[config.mk]
export PLATFORM = sky130hd
export DESIGN_NAME = hpc_top
export DESIGN_NICKNAME = d
export VERILOG_FILES = /design/src/hpc_scan.v /design/src/hpc_top.v
export VERILOG_INCLUDE_DIRS = /design/src
export SDC_FILE = /design/constraint.sdc
export NUM_CORES = 1
export LEC_CHECK = 0
export BUFFER_PORTS_ARGS = -buffer_cell sky130_fd_sc_hd__buf_4
export CAP_MARGIN = 25
export CORE_AREA = 2 2 217 197
export DETAILED_ROUTE_END_ITERATION = 7
export DIE_AREA = 0 0 219 199
export GPL_ROUTABILITY_DRIVEN = 0
export PLACE_DENSITY = 0.74
export SLEW_MARGIN = 20
export SYNTH_ARGS = -nofsm -noshare
export SYNTH_HDL_FRONTEND = slang
export SYNTH_HIERARCHICAL = 1
export SYNTH_SLANG_ARGS = --single-unit
[constraint.sdc]
create_clock -name REF_CLK_I -period 2.48 [get_ports REF_CLK_I]
set_input_delay 0.248 -clock REF_CLK_I [delete_from_list [all_inputs] [get_ports REF_CLK_I]]
set_output_delay 0.248 -clock REF_CLK_I [all_outputs]
set_load 0.05 [all_outputs]
[src/hpc_defs.vh]
// How it works
// - One high and low limit for all cells
// - Channels up to highest number are active
// - Two mask registers drop low-limit checks
// - Active cell above high limit sets fault
// - Active unmasked cell below low limit faults
// - Two-bit cell mode, started by start bit
// - Self test blanks or freezes ADC results
// - Cell start latches limits, mode, masks
// - Cell protector keeps running through sleep
// - Running bit plus high and low faults
// - Balance done stops balancing, no fault
// - One hot and cold limit for pins
// - Pin active only when set temp input
// - Ratio below hot limit sets hot fault
// - Ratio above cold limit sets cold fault
// - Reference off flags every hot and cold
// - Two-bit temp mode, started by start bit
// - Round robin cycle time is fixed
// - Temp start latches limits, mode, pin setup
// - Temp protector keeps running through sleep
// - Temp running bit plus hot, cold faults
// - Balance hot pauses balancing, no fault
`ifndef HPC_DEFS_VH
`define HPC_DEFS_VH

// ****************************************
// Timing
// ****************************************
`define HPC_CLK_NS 50
`define HPC_DWELL_NS 1000
`define HPC_SETTLE_NS 500
`define HPC_CYC(ns) (((ns) + `HPC_CLK_NS - 1) / `HPC_CLK_NS)

// ****************************************
// Modes and codes
// ****************************************
`define HPC_MODE_STOP 2'h0
`define HPC_MODE_RR 2'h1
`define HPC_MODE_ONE 2'h2
`define HPC_MODE_BUILT_IN_SELF_TEST 2'h3
`define HPC_PIN_TEMP_IN 3'h2
`define HPC_ADC_BLANK 16'h8000

// ****************************************
// Register offsets
// ****************************************
`define HPC_A_HIGH 8'h00
`define HPC_A_LOW 8'h04
`define HPC_A_BDONE 8'h08
`define HPC_A_TOPCH 8'h0C
`define HPC_A_MASK_LO 8'h10
`define HPC_A_MASK_HI 8'h14
`define HPC_A_CCTRL 8'h18
`define HPC_A_TLIM 8'h1C
`define HPC_A_BHOT 8'h20
`define HPC_A_PINCFG 8'h24
`define HPC_A_TCTRL 8'h28
`define HPC_A_STAT 8'h2C
`define HPC_A_HF_LO 8'h30
`define HPC_A_HF_HI 8'h34
`define HPC_A_LF_LO 8'h38
`define HPC_A_LF_HI 8'h3C
`define HPC_A_HOTF 8'h40
`define HPC_A_COLDF 8'h44
`define HPC_A_ADC 8'h48

// ****************************************
// Fields and reset values
// ****************************************
`define HPC_F_MODE 1:0
`define HPC_F_GO 2
`define HPC_F_HOT 4:0
`define HPC_F_COLD 7:5
`define HPC_S_CRUN 0
`define HPC_S_TRUN 1
`define HPC_S_BUILT_IN_SELF_TEST 2
`define HPC_RST_LIMIT 8'h00
`define HPC_RST_TOPCH 4'hF
`define HPC_RST_PINCFG 24'h000000

`endif

[src/hpc_scan.v]
`timescale 1ns/1ps
// Channel sequencer with a fixed dwell per slot
module hpc_scan #(
  parameter N = 16,
  parameter IW = 4,
  parameter DWELL = 20
) (
  input wire clk_i,
  input wire rst_n_i,
  input wire run_i,
  input wire fix_i,
  input wire [IW-1:0] fix_idx_i,
  output reg [IW-1:0] idx_o,
  output reg eval_o,
  output reg wrap_o
);

  reg [15:0] cnt_q;
  wire last = (cnt_q == DWELL[15:0] - 16'h0001);

  // Every slot gets a dwell, active or not, so the cycle time is fixed
  always @(posedge clk_i or negedge rst_n_i) begin
    if (!rst_n_i) begin
      cnt_q <= 16'h0000;
      idx_o <= {IW{1'b0}};
      eval_o <= 1'b0;
      wrap_o <= 1'b0;
    end else if (!run_i) begin
      cnt_q <= 16'h0000;
      idx_o <= fix_i ? fix_idx_i : {IW{1'b0}};
      eval_o <= 1'b0;
      wrap_o <= 1'b0;
    end else begin
      eval_o <= last;
      wrap_o <= last & (idx_o == N[IW-1:0] - 1'b1) & ~fix_i;
      if (last) begin
        cnt_q <= 16'h0000;
        if (fix_i)
          idx_o <= fix_idx_i;
        else if (idx_o == N[IW-1:0] - 1'b1)
          idx_o <= {IW{1'b0}};
        else
          idx_o <= idx_o + 1'b1;
      end else begin
        cnt_q <= cnt_q + 16'h0001;
      end
    end
  end

endmodule

[src/hpc_top.v]
// The APB interface to the registers and the placing of the registers were decided locally.
`timescale 1ns/1ps
`include "hpc_defs.vh"
// Hardware protector control: cell and temperature protectors
module hpc_top #(
  parameter NCELL = 16,
  parameter NPIN = 8,
  parameter [1:0] MODE_STOP = `HPC_MODE_STOP,
  parameter [1:0] MODE_RR = `HPC_MODE_RR,
  parameter [1:0] MODE_ONE = `HPC_MODE_ONE,
  parameter [1:0] MODE_BUILT_IN_SELF_TEST = `HPC_MODE_BUILT_IN_SELF_TEST,
  parameter DWELL_NS = `HPC_DWELL_NS,
  parameter SETTLE_NS = `HPC_SETTLE_NS
) (
  input wire REF_CLK_I,
  input wire RESET_N_I,
  input wire PSEL_I,
  input wire PENABLE_I,
  input wire PWRITE_I,
  input wire [7:0] PADDR_I,
  input wire [31:0] PWDATA_I,
  output reg [31:0] PRDATA_O,
  output reg PREADY_O,
  output reg PSLVERR_O,
  input wire [15:0] CELL_HIGH_CMP_I,
  input wire [15:0] CELL_LOW_CMP_I,
  input wire [15:0] BALANCE_DONE_CMP_I,
  input wire [7:0] HOT_CMP_I,
  input wire [7:0] COLD_CMP_I,
  input wire [7:0] BALANCE_HOT_CMP_I,
  input wire THERM_REF_EN_I,
  input wire SHUTDOWN_I,
  input wire ADC_START_I,
  input wire ADC_RUNNING_I,
  input wire ADC_VALID_I,
  input wire [15:0] ADC_DATA_I,
  output reg [7:0] CELL_HIGH_LIMIT_O,
  output reg [7:0] CELL_LOW_LIMIT_O,
  output reg [7:0] BALANCE_DONE_LIMIT_O,
  output reg [4:0] HOT_LIMIT_O,
  output reg [2:0] COLD_LIMIT_O,
  output reg [7:0] BALANCE_HOT_LIMIT_O,
  output wire [3:0] CELL_SCAN_CH_O,
  output wire [2:0] TEMP_SCAN_CH_O,
  output reg [15:0] BAL_STOP_O,
  output reg [7:0] BAL_PAUSE_O,
  output reg [15:0] ADC_RESULT_O,
  output reg CELL_RUN_O,
  output reg TEMP_RUN_O
);

  // ****************************************
  // Constants
  // ****************************************
  localparam DWELL = `HPC_CYC(DWELL_NS);
  localparam SETTLE = `HPC_CYC(SETTLE_NS);
  localparam [15:0] SETTLE_CNT = SETTLE[15:0];

  // ****************************************
  // Functions
  // ****************************************
  // Channels at or below the highest number count as active
  function [15:0] cell_active;
    input [3:0] top;
    integer i;
    begin
      cell_active = 16'h0000;
      for (i = 0; i < 16; i = i + 1)
        cell_active[i] = (i <= top);
    end
  endfunction

  // Pins set as ADC plus temperature input count as active
  function [7:0] pin_active;
    input [23:0] cfg;
    integer j;
    begin
      pin_active = 8'h00;
      for (j = 0; j < 8; j = j + 1)
        pin_active[j] = (cfg[3*j +: 3] == `HPC_PIN_TEMP_IN);
    end
  endfunction

  // ****************************************
  // Software settings
  // ****************************************
  reg [7:0] high_limit_q;
  reg [7:0] low_limit_q;
  reg [7:0] bdone_limit_q;
  reg [3:0] top_ch_q;
  reg [7:0] mask_lo_q;
  reg [7:0] mask_hi_q;
  reg [1:0] cmode_sel_q;
  reg [7:0] tlim_q;
  reg [7:0] bhot_q;
  reg [23:0] pincfg_q;
  reg [1:0] tmode_sel_q;
  // Settings in force, captured at start
  reg [3:0] cur_top_q;
  reg [15:0] cur_mask_q;
  reg [1:0] cur_cmode_q;
  reg [23:0] cur_pincfg_q;
  reg [1:0] cur_tmode_q;
  // Status and faults
  reg [15:0] high_flt_q;
  reg [15:0] low_flt_q;
  reg [7:0] hot_flt_q;
  reg [7:0] cold_flt_q;
  reg [15:0] settle_q;

  // ****************************************
  // Bus decode
  // ****************************************
  wire acc = PSEL_I & PENABLE_I;
  wire fin = acc & PREADY_O;
  wire wr = fin & PWRITE_I;
  wire cgo = wr & (PADDR_I == `HPC_A_CCTRL) & PWDATA_I[`HPC_F_GO];
  wire tgo = wr & (PADDR_I == `HPC_A_TCTRL) & PWDATA_I[`HPC_F_GO];
  wire [1:0] cmode_new = PWDATA_I[`HPC_F_MODE];
  wire [1:0] tmode_new = PWDATA_I[`HPC_F_MODE];
  wire cell_built_in_self_test = CELL_RUN_O & (cur_cmode_q == MODE_BUILT_IN_SELF_TEST);
  reg [31:0] rdata;
  reg hit;
  // Read mux and address check
  always @* begin
    rdata = 32'h00000000;
    hit = 1'b1;
    case (PADDR_I)
      `HPC_A_HIGH: rdata[7:0] = high_limit_q;
      `HPC_A_LOW: rdata[7:0] = low_limit_q;
      `HPC_A_BDONE: rdata[7:0] = bdone_limit_q;
      `HPC_A_TOPCH: rdata[3:0] = top_ch_q;
      `HPC_A_MASK_LO: rdata[7:0] = mask_lo_q;
      `HPC_A_MASK_HI: rdata[7:0] = mask_hi_q;
      `HPC_A_CCTRL: rdata[`HPC_F_MODE] = cmode_sel_q;
      `HPC_A_TLIM: rdata[7:0] = tlim_q;
      `HPC_A_BHOT: rdata[7:0] = bhot_q;
      `HPC_A_PINCFG: rdata[23:0] = pincfg_q;
      `HPC_A_TCTRL: rdata[`HPC_F_MODE] = tmode_sel_q;
      `HPC_A_STAT: begin
        rdata[`HPC_S_CRUN] = CELL_RUN_O;
        rdata[`HPC_S_TRUN] = TEMP_RUN_O;
        rdata[`HPC_S_BUILT_IN_SELF_TEST] = cell_built_in_self_test;
      end
      `HPC_A_HF_LO: rdata[7:0] = high_flt_q[7:0];
      `HPC_A_HF_HI: rdata[7:0] = high_flt_q[15:8];
      `HPC_A_LF_LO: rdata[7:0] = low_flt_q[7:0];
      `HPC_A_LF_HI: rdata[7:0] = low_flt_q[15:8];
      `HPC_A_HOTF: rdata[7:0] = hot_flt_q;
      `HPC_A_COLDF: rdata[7:0] = cold_flt_q;
      `HPC_A_ADC: rdata[15:0] = ADC_RESULT_O;
      default: hit = 1'b0;
    endcase
  end

  // One wait state, then the answer with data or error
  always @(posedge REF_CLK_I or negedge RESET_N_I) begin
    if (!RESET_N_I) begin
      PREADY_O <= 1'b0;
      PRDATA_O <= 32'h00000000;
      PSLVERR_O <= 1'b0;
    end else begin
      PREADY_O <= acc & ~PREADY_O;
      PSLVERR_O <= acc & ~PREADY_O & ~hit;
      if (acc & ~PREADY_O & ~PWRITE_I)
        PRDATA_O <= rdata;
      else if (fin)
        PRDATA_O <= 32'h00000000;
    end
  end

  // ****************************************
  // Setting registers
  // ****************************************
  always @(posedge REF_CLK_I or negedge RESET_N_I) begin
    if (!RESET_N_I) begin
      high_limit_q <= `HPC_RST_LIMIT;
      low_limit_q <= `HPC_RST_LIMIT;
      bdone_limit_q <= `HPC_RST_LIMIT;
      top_ch_q <= `HPC_RST_TOPCH;
      mask_lo_q <= `HPC_RST_LIMIT;
      mask_hi_q <= `HPC_RST_LIMIT;
      cmode_sel_q <= `HPC_MODE_STOP;
      tlim_q <= `HPC_RST_LIMIT;
      bhot_q <= `HPC_RST_LIMIT;
      pincfg_q <= `HPC_RST_PINCFG;
      tmode_sel_q <= `HPC_MODE_STOP;
    end else if (wr) begin
      case (PADDR_I)
        `HPC_A_HIGH: high_limit_q <= PWDATA_I[7:0];
        `HPC_A_LOW: low_limit_q <= PWDATA_I[7:0];
        `HPC_A_BDONE: bdone_limit_q <= PWDATA_I[7:0];
        `HPC_A_TOPCH: top_ch_q <= PWDATA_I[3:0];
        `HPC_A_MASK_LO: mask_lo_q <= PWDATA_I[7:0];
        `HPC_A_MASK_HI: mask_hi_q <= PWDATA_I[7:0];
        `HPC_A_CCTRL: cmode_sel_q <= cmode_new;
        `HPC_A_TLIM: tlim_q <= PWDATA_I[7:0];
        `HPC_A_BHOT: bhot_q <= PWDATA_I[7:0];
        `HPC_A_PINCFG: pincfg_q <= PWDATA_I[23:0];
        `HPC_A_TCTRL: tmode_sel_q <= tmode_new;
        default: ;
      endcase
    end
  end

  // ****************************************
  // Cell protector control
  // ****************************************
  wire cell_one = cur_cmode_q == MODE_ONE;
  wire [3:0] cidx;
  wire ceval;
  wire cwrap;
  // Cell sequencer; single mode holds the highest active channel
  hpc_scan #(.N(NCELL), .IW(4), .DWELL(DWELL)) u_cell_scan (
    .clk_i(REF_CLK_I), .rst_n_i(RESET_N_I), .run_i(CELL_RUN_O), .fix_i(cell_one),
    .fix_idx_i(cur_top_q), .idx_o(cidx), .eval_o(ceval), .wrap_o(cwrap)
  );
  assign CELL_SCAN_CH_O = cidx;

  // Start latches settings; sleep does not stop it, shutdown does
  always @(posedge REF_CLK_I or negedge RESET_N_I) begin
    if (!RESET_N_I) begin
      CELL_RUN_O <= 1'b0;
      cur_cmode_q <= `HPC_MODE_STOP;
      cur_top_q <= `HPC_RST_TOPCH;
      cur_mask_q <= 16'h0000;
      CELL_HIGH_LIMIT_O <= `HPC_RST_LIMIT;
      CELL_LOW_LIMIT_O <= `HPC_RST_LIMIT;
      BALANCE_DONE_LIMIT_O <= `HPC_RST_LIMIT;
    end else if (SHUTDOWN_I) begin
      CELL_RUN_O <= 1'b0;
    end else if (cgo) begin
      CELL_RUN_O <= (cmode_new != MODE_STOP);
      cur_cmode_q <= cmode_new;
      cur_top_q <= top_ch_q;
      cur_mask_q <= {mask_hi_q, mask_lo_q};
      CELL_HIGH_LIMIT_O <= high_limit_q;
      CELL_LOW_LIMIT_O <= low_limit_q;
      BALANCE_DONE_LIMIT_O <= bdone_limit_q;
    end else if (cell_built_in_self_test & cwrap) begin
      CELL_RUN_O <= 1'b0;
    end
  end

  // ****************************************
  // Cell faults and balance stop
  // ****************************************
  wire [15:0] cact = cell_active(cur_top_q);
  wire [15:0] csel = (ceval & ~cell_built_in_self_test) ? (16'h0001 << cidx) : 16'h0000;
  wire [15:0] hset = csel & cact & CELL_HIGH_CMP_I;
  wire [15:0] lset = csel & cact & ~cur_mask_q & CELL_LOW_CMP_I;
  wire hf_lo_clr = wr & (PADDR_I == `HPC_A_HF_LO);
  wire hf_hi_clr = wr & (PADDR_I == `HPC_A_HF_HI);
  wire lf_lo_clr = wr & (PADDR_I == `HPC_A_LF_LO);
  wire lf_hi_clr = wr & (PADDR_I == `HPC_A_LF_HI);
  wire [15:0] hclr = {hf_hi_clr ? PWDATA_I[7:0] : 8'h00, hf_lo_clr ? PWDATA_I[7:0] : 8'h00};
  wire [15:0] lclr = {lf_hi_clr ? PWDATA_I[7:0] : 8'h00, lf_lo_clr ? PWDATA_I[7:0] : 8'h00};

  // Sticky flags, write one to clear, a new event wins
  always @(posedge REF_CLK_I or negedge RESET_N_I) begin
    if (!RESET_N_I) begin
      high_flt_q <= 16'h0000;
      low_flt_q <= 16'h0000;
      BAL_STOP_O <= 16'h0000;
    end else begin
      high_flt_q <= (high_flt_q & ~hclr) | hset;
      low_flt_q <= (low_flt_q & ~lclr) | lset;
      if (cgo)
        BAL_STOP_O <= 16'h0000;
      else
        BAL_STOP_O <= BAL_STOP_O | (csel & cact & BALANCE_DONE_CMP_I);
    end
  end

  // ****************************************
  // Temperature protector control
  // ****************************************
  wire temp_built_in_self_test = TEMP_RUN_O & (cur_tmode_q == MODE_BUILT_IN_SELF_TEST);
  wire temp_one = cur_tmode_q == MODE_ONE;
  wire [2:0] tidx;
  wire teval;
  wire twrap;
  // Pin sequencer; every slot dwells, so the cycle time is fixed
  hpc_scan #(.N(NPIN), .IW(3), .DWELL(DWELL)) u_temp_scan (
    .clk_i(REF_CLK_I), .rst_n_i(RESET_N_I), .run_i(TEMP_RUN_O), .fix_i(temp_one),
    .fix_idx_i(3'h0), .idx_o(tidx), .eval_o(teval), .wrap_o(twrap)
  );
  assign TEMP_SCAN_CH_O = tidx;

  // Start latches limits, pin setup and mode
  always @(posedge REF_CLK_I or negedge RESET_N_I) begin
    if (!RESET_N_I) begin
      TEMP_RUN_O <= 1'b0;
      cur_tmode_q <= `HPC_MODE_STOP;
      cur_pincfg_q <= `HPC_RST_PINCFG;
      HOT_LIMIT_O <= 5'h00;
      COLD_LIMIT_O <= 3'h0;
      BALANCE_HOT_LIMIT_O <= `HPC_RST_LIMIT;
    end else if (SHUTDOWN_I) begin
      TEMP_RUN_O <= 1'b0;
    end else if (tgo) begin
      TEMP_RUN_O <= (tmode_new != MODE_STOP);
      cur_tmode_q <= tmode_new;
      cur_pincfg_q <= pincfg_q;
      HOT_LIMIT_O <= tlim_q[`HPC_F_HOT];
      COLD_LIMIT_O <= tlim_q[`HPC_F_COLD];
      BALANCE_HOT_LIMIT_O <= bhot_q;
    end else if (temp_built_in_self_test & twrap) begin
      TEMP_RUN_O <= 1'b0;
    end
  end

  // ****************************************
  // Temperature faults and balance pause
  // ****************************************
  wire [7:0] tact = pin_active(cur_pincfg_q);
  wire tchk = teval & ~temp_built_in_self_test;
  wire [7:0] tsel = tchk ? (8'h01 << tidx) : 8'h00;
  wire ref_bad = tchk & ~THERM_REF_EN_I;
  wire [7:0] hotset = ref_bad ? 8'hFF : (tsel & tact & HOT_CMP_I);
  wire [7:0] coldset = ref_bad ? 8'hFF : (tsel & tact & COLD_CMP_I);
  wire [7:0] hotclr = (wr & (PADDR_I == `HPC_A_HOTF)) ? PWDATA_I[7:0] : 8'h00;
  wire [7:0] coldclr = (wr & (PADDR_I == `HPC_A_COLDF)) ? PWDATA_I[7:0] : 8'h00;

  // Sticky flags; balance pause follows the last look at each pin
  always @(posedge REF_CLK_I or negedge RESET_N_I) begin
    if (!RESET_N_I) begin
      hot_flt_q <= 8'h00;
      cold_flt_q <= 8'h00;
      BAL_PAUSE_O <= 8'h00;
    end else begin
      hot_flt_q <= (hot_flt_q & ~hotclr) | hotset;
      cold_flt_q <= (cold_flt_q & ~coldclr) | coldset;
      if (!TEMP_RUN_O)
        BAL_PAUSE_O <= 8'h00;
      else if (tchk)
        BAL_PAUSE_O[tidx] <= tact[tidx] & BALANCE_HOT_CMP_I[tidx];
    end
  end

  // ****************************************
  // ADC result interlock
  // ****************************************
  wire adc_block = cell_built_in_self_test | (settle_q != 16'h0000);

  // Settling delay after self test, then results update again
  always @(posedge REF_CLK_I or negedge RESET_N_I) begin
    if (!RESET_N_I) begin
      settle_q <= 16'h0000;
      ADC_RESULT_O <= 16'h0000;
    end else begin
      if (cell_built_in_self_test)
        settle_q <= SETTLE_CNT;
      else if (settle_q != 16'h0000)
        settle_q <= settle_q - 16'h0001;
      if (cell_built_in_self_test & ADC_START_I & ~ADC_RUNNING_I)
        ADC_RESULT_O <= `HPC_ADC_BLANK;
      else if (ADC_VALID_I & ~adc_block)
        ADC_RESULT_O <= ADC_DATA_I;
    end
  end

endmodule

==> results.txt <==
DRT Wirelength: 52,900 µm
CP Launch Type: flip-flop
Power, Total: 12.3 mW
Worst-Skew Late Latency: 0.54 ns
Post-synthesis cell type count: 80
CTS tree: yes
Hpwl dp: 37,700 µm
Final worst slack: 0.158 ns
Synth Register Bits: 351
Leak pwr: 10.1 nW
Reg power frac: 47.4%
Power share of the combinational group: 7.4%
Slew margin rel.: 55.5%
Core box area: 41,400 µm²
Top_reg_cell synth: dfrtp_1
Fill cells: 3,537
DR vias: 13.5k
Unrepaired setup endpoints after global routing: no
Post-route DRC: 0
First-pass GRT wire length: 80,000 µm
Total track usage: 24.1%
Status: completed
Initial antenna violation count: 2
H-tree depth: 2
Synth Warn #: 6
Power per cell area: 570 nW/µm²
Fin Setup TNS: 0 ns
Fin Clk Skew: 0.0207 ns
# rows: 71
Starting Density: 39.5%
CTS Buf Count: 39
Die X: 219 µm
Vias in the first global route: 13.6k
Peak supply drop: 0.471 mV
Reg area: 8790 µm²
Area Overhead vs Synth: 31.8%
Synth area leaders: dfrtp_1 52%, mux2_2 9.7%, nand2_1 3.6%, mux2_1 3.0%, nor2_1 2.4%
Per-cell routed wire length: 21.9 µm
Die height: 199 µm
Layout cells sized above 1: 31.0%
CTS Sinks: 351
Drt pass-1 iters: 6
Final nets: 1,985
Clock network power share: 45.3%
CP endpoint kind: flip-flop
I/O Buffers: 244
Root Buffer: clkbuf_16
Worst Tran Pin Value: 0.668 ns
CP arrival: 2.73 ns
Commonest cells after routing, fill and taps aside: 343 x dfrtp_1, 320 x buf_4, 155 x nand2_1
Pin count of the biggest net entering global routing: 78
Post-place setup slack: 0.0204 ns
GRT overflow: 0
Setup CP Type: flip-flop to flip-flop
Initial DRC Count: 1,247
Die area: 43,600 µm²
Final Hold Fails: 0
Final setup violation count: 0
Crit Path Max Fanout: 4
Multi-input logic area: 7130 µm²
Fmax: 431 MHz
Clock Pin Slew Worst Setup and Hold Paths: 0.06 ns
Maxcap violations: 0
WP data required: 2.88 ns
Longest Clk Path Bufs: 3
Syn Inst Count: 1,440
Sw frac: 23.7%
Sequential area share after synthesis: 53.7%
DR vias/cell: 5.60
Antenna viol nets, final: 0
Slew Viols, Final: 0
Crit path time final: 2.32 ns
Hold crit path type: primary input to flip-flop
IO Count: 261
Synth Area per Inst: 11.4 µm²
Post-synth top area share: 52.4%
Asr flop ratio synth: 100%
Commonest non-fill, non-tap cell in the layout: dfrtp_1
Internal: 9.38 mW
Synthesized area: 16,400 µm²
Period utilization: 93.6%
Cell taking the most area after synthesis: dfrtp_1
Sw Pwr: 2.92 mW
Post-synth EDFFs: 0
-- synth_stat cells (7+ instances only) --
master / instances
mux2_1: 44
a32oi_1: 10
nor3_1: 38
dfrtp_1: 343
dfstp_2: 8
a21oi_1: 32
mux2i_1: 22
nand2_1: 155
ha_1: 7
o21ai_0: 38
nor2b_1: 21
xnor2_1: 27
inv_1: 33
mux2_2: 141
buf_2: 17
a22oi_1: 30
nor3b_1: 7
nand3_1: 37
and3_1: 12
a32o_1: 18
xor2_1: 14
nand4_1: 14
a22o_1: 27
a221o_1: 16
nor4b_1: 10
nor4_1: 12
nor2_1: 105
nand3b_1: 9
buf_4: 12
clkbuf_1: 45
a211oi_1: 7
-- state kept, by name (all words and copies together), names as in the netlist, 16 cells and up --
signal	count
settle_q	16
u_temp_scan/cnt_q	16
cur_mask_q	16
u_cell_scan/cnt_q	16
pincfg_q	24
low_flt_q	16
high_flt_q	16
BAL_STOP_O	16
ADC_RESULT_O	16
cur_pincfg_q	24
PRDATA_O	24
-- power groups by stage --
stage | Combinational (mW) | Clock (mW) | Sequential, mW
after detailed placement | 0.775 | 0 | 5.93
after floorplan | 0.217 | 0 | 6.00
after global placement | 0.762 | 0 | 5.92
final | 0.907 | 5.57 | 5.82
after global routing | 0.966 | 5.91 | 5.82
after CTS | 0.899 | 5.66 | 5.82
-- worst max-delay path: stages, from the launching register on --
cell and delay [ns]:
dfrtp_1 0.40, or4_1 0.57, or4_4 0.53, or4_1 0.50, xor2_1 0.15, nor2_1 0.05
-- final timing paths --
| kind | start | slack, ns | endpoint | cells after the start |
|---|---|---|---|---|
| max | settle_q[4]$_DFFE_PN0P_ | 0.16 | settle_q[13]$_DFFE_PN0P_ | 5 |
| min | CELL_LOW_CMP_I[1] | 0.01 | low_flt_q[1]$_DFF_PN0_ | 2 |
| max reg2reg | settle_q[4]$_DFFE_PN0P_ | 0.16 | settle_q[13]$_DFFE_PN0P_ | 5 |
| min reg2reg | u_temp_scan/cnt_q[0]$_DFF_PN0_ | 0.47 | u_temp_scan/cnt_q[0]$_DFF_PN0_ | 1 |
| max in group asynchronous | RESET_N_I | 1.36 | pincfg_q[0]$_DFFE_PN0P_ | 3 |
| min in group asynchronous | RESET_N_I | 0.28 | BAL_STOP_O[5]$_DFF_PN0_ | 2 |
-- cell type report --
cell class	count	area share, %
repair buffers	430	16.8
clock inverters	12	0.586
multi-input cells	985	33.1
diodes	2	0.0232
flip-flops and latches	351	40.8
clock buffers	55	4.99
inverters	33	0.574
well taps	547	3.17
-- layer usage --
metal	track usage (%)	share of wire, %	vias to the layer above
li1	-	-	6010
met1	31.8	41	6702
met2	38.0	46	685
met3	5.80	8.4	137
met4	9.91	4.1	0
met5	0	0	-
-- per-stage QoR --
stage,hold slack (ns),utilization (%),area (µm²),instances
2_1_floorplan,-0.0476,-,16400,1450
4_1_cts,0.00637,52.1,21600,2412
5_1_grt,0.00371,52.1,21600,2415
6_report,0.0139,52.1,21600,2415
3_5_place_dp,0.295,46.8,19400,2248
3_3_place_gp,0.287,46.8,19400,2248
-- what timing repair did --
action	CTS	global route
gates resized for setup	0	0
setup buffers	0	0
hold buffers	97	0
hold endpoints to repair	167	0
endpoints found under the setup margin	0	0
-- cells by family after synthesis --
kind of cell | Yosys count | share of synthesized area, %
muxes | 210 | 14.5
DFF | 351 | 53.7
xor gates and xnor gates | 41 | 2.19
other | 1 | 0.0229
buffers and inverters | 114 | 3.03
AOI/OAI and AO/OA | 225 | 10.2
and+or+nand+nor | 491 | 15.8
adders and majority gates | 7 | 0.535
No activity file was read; power rests on OpenSTA's default activity.
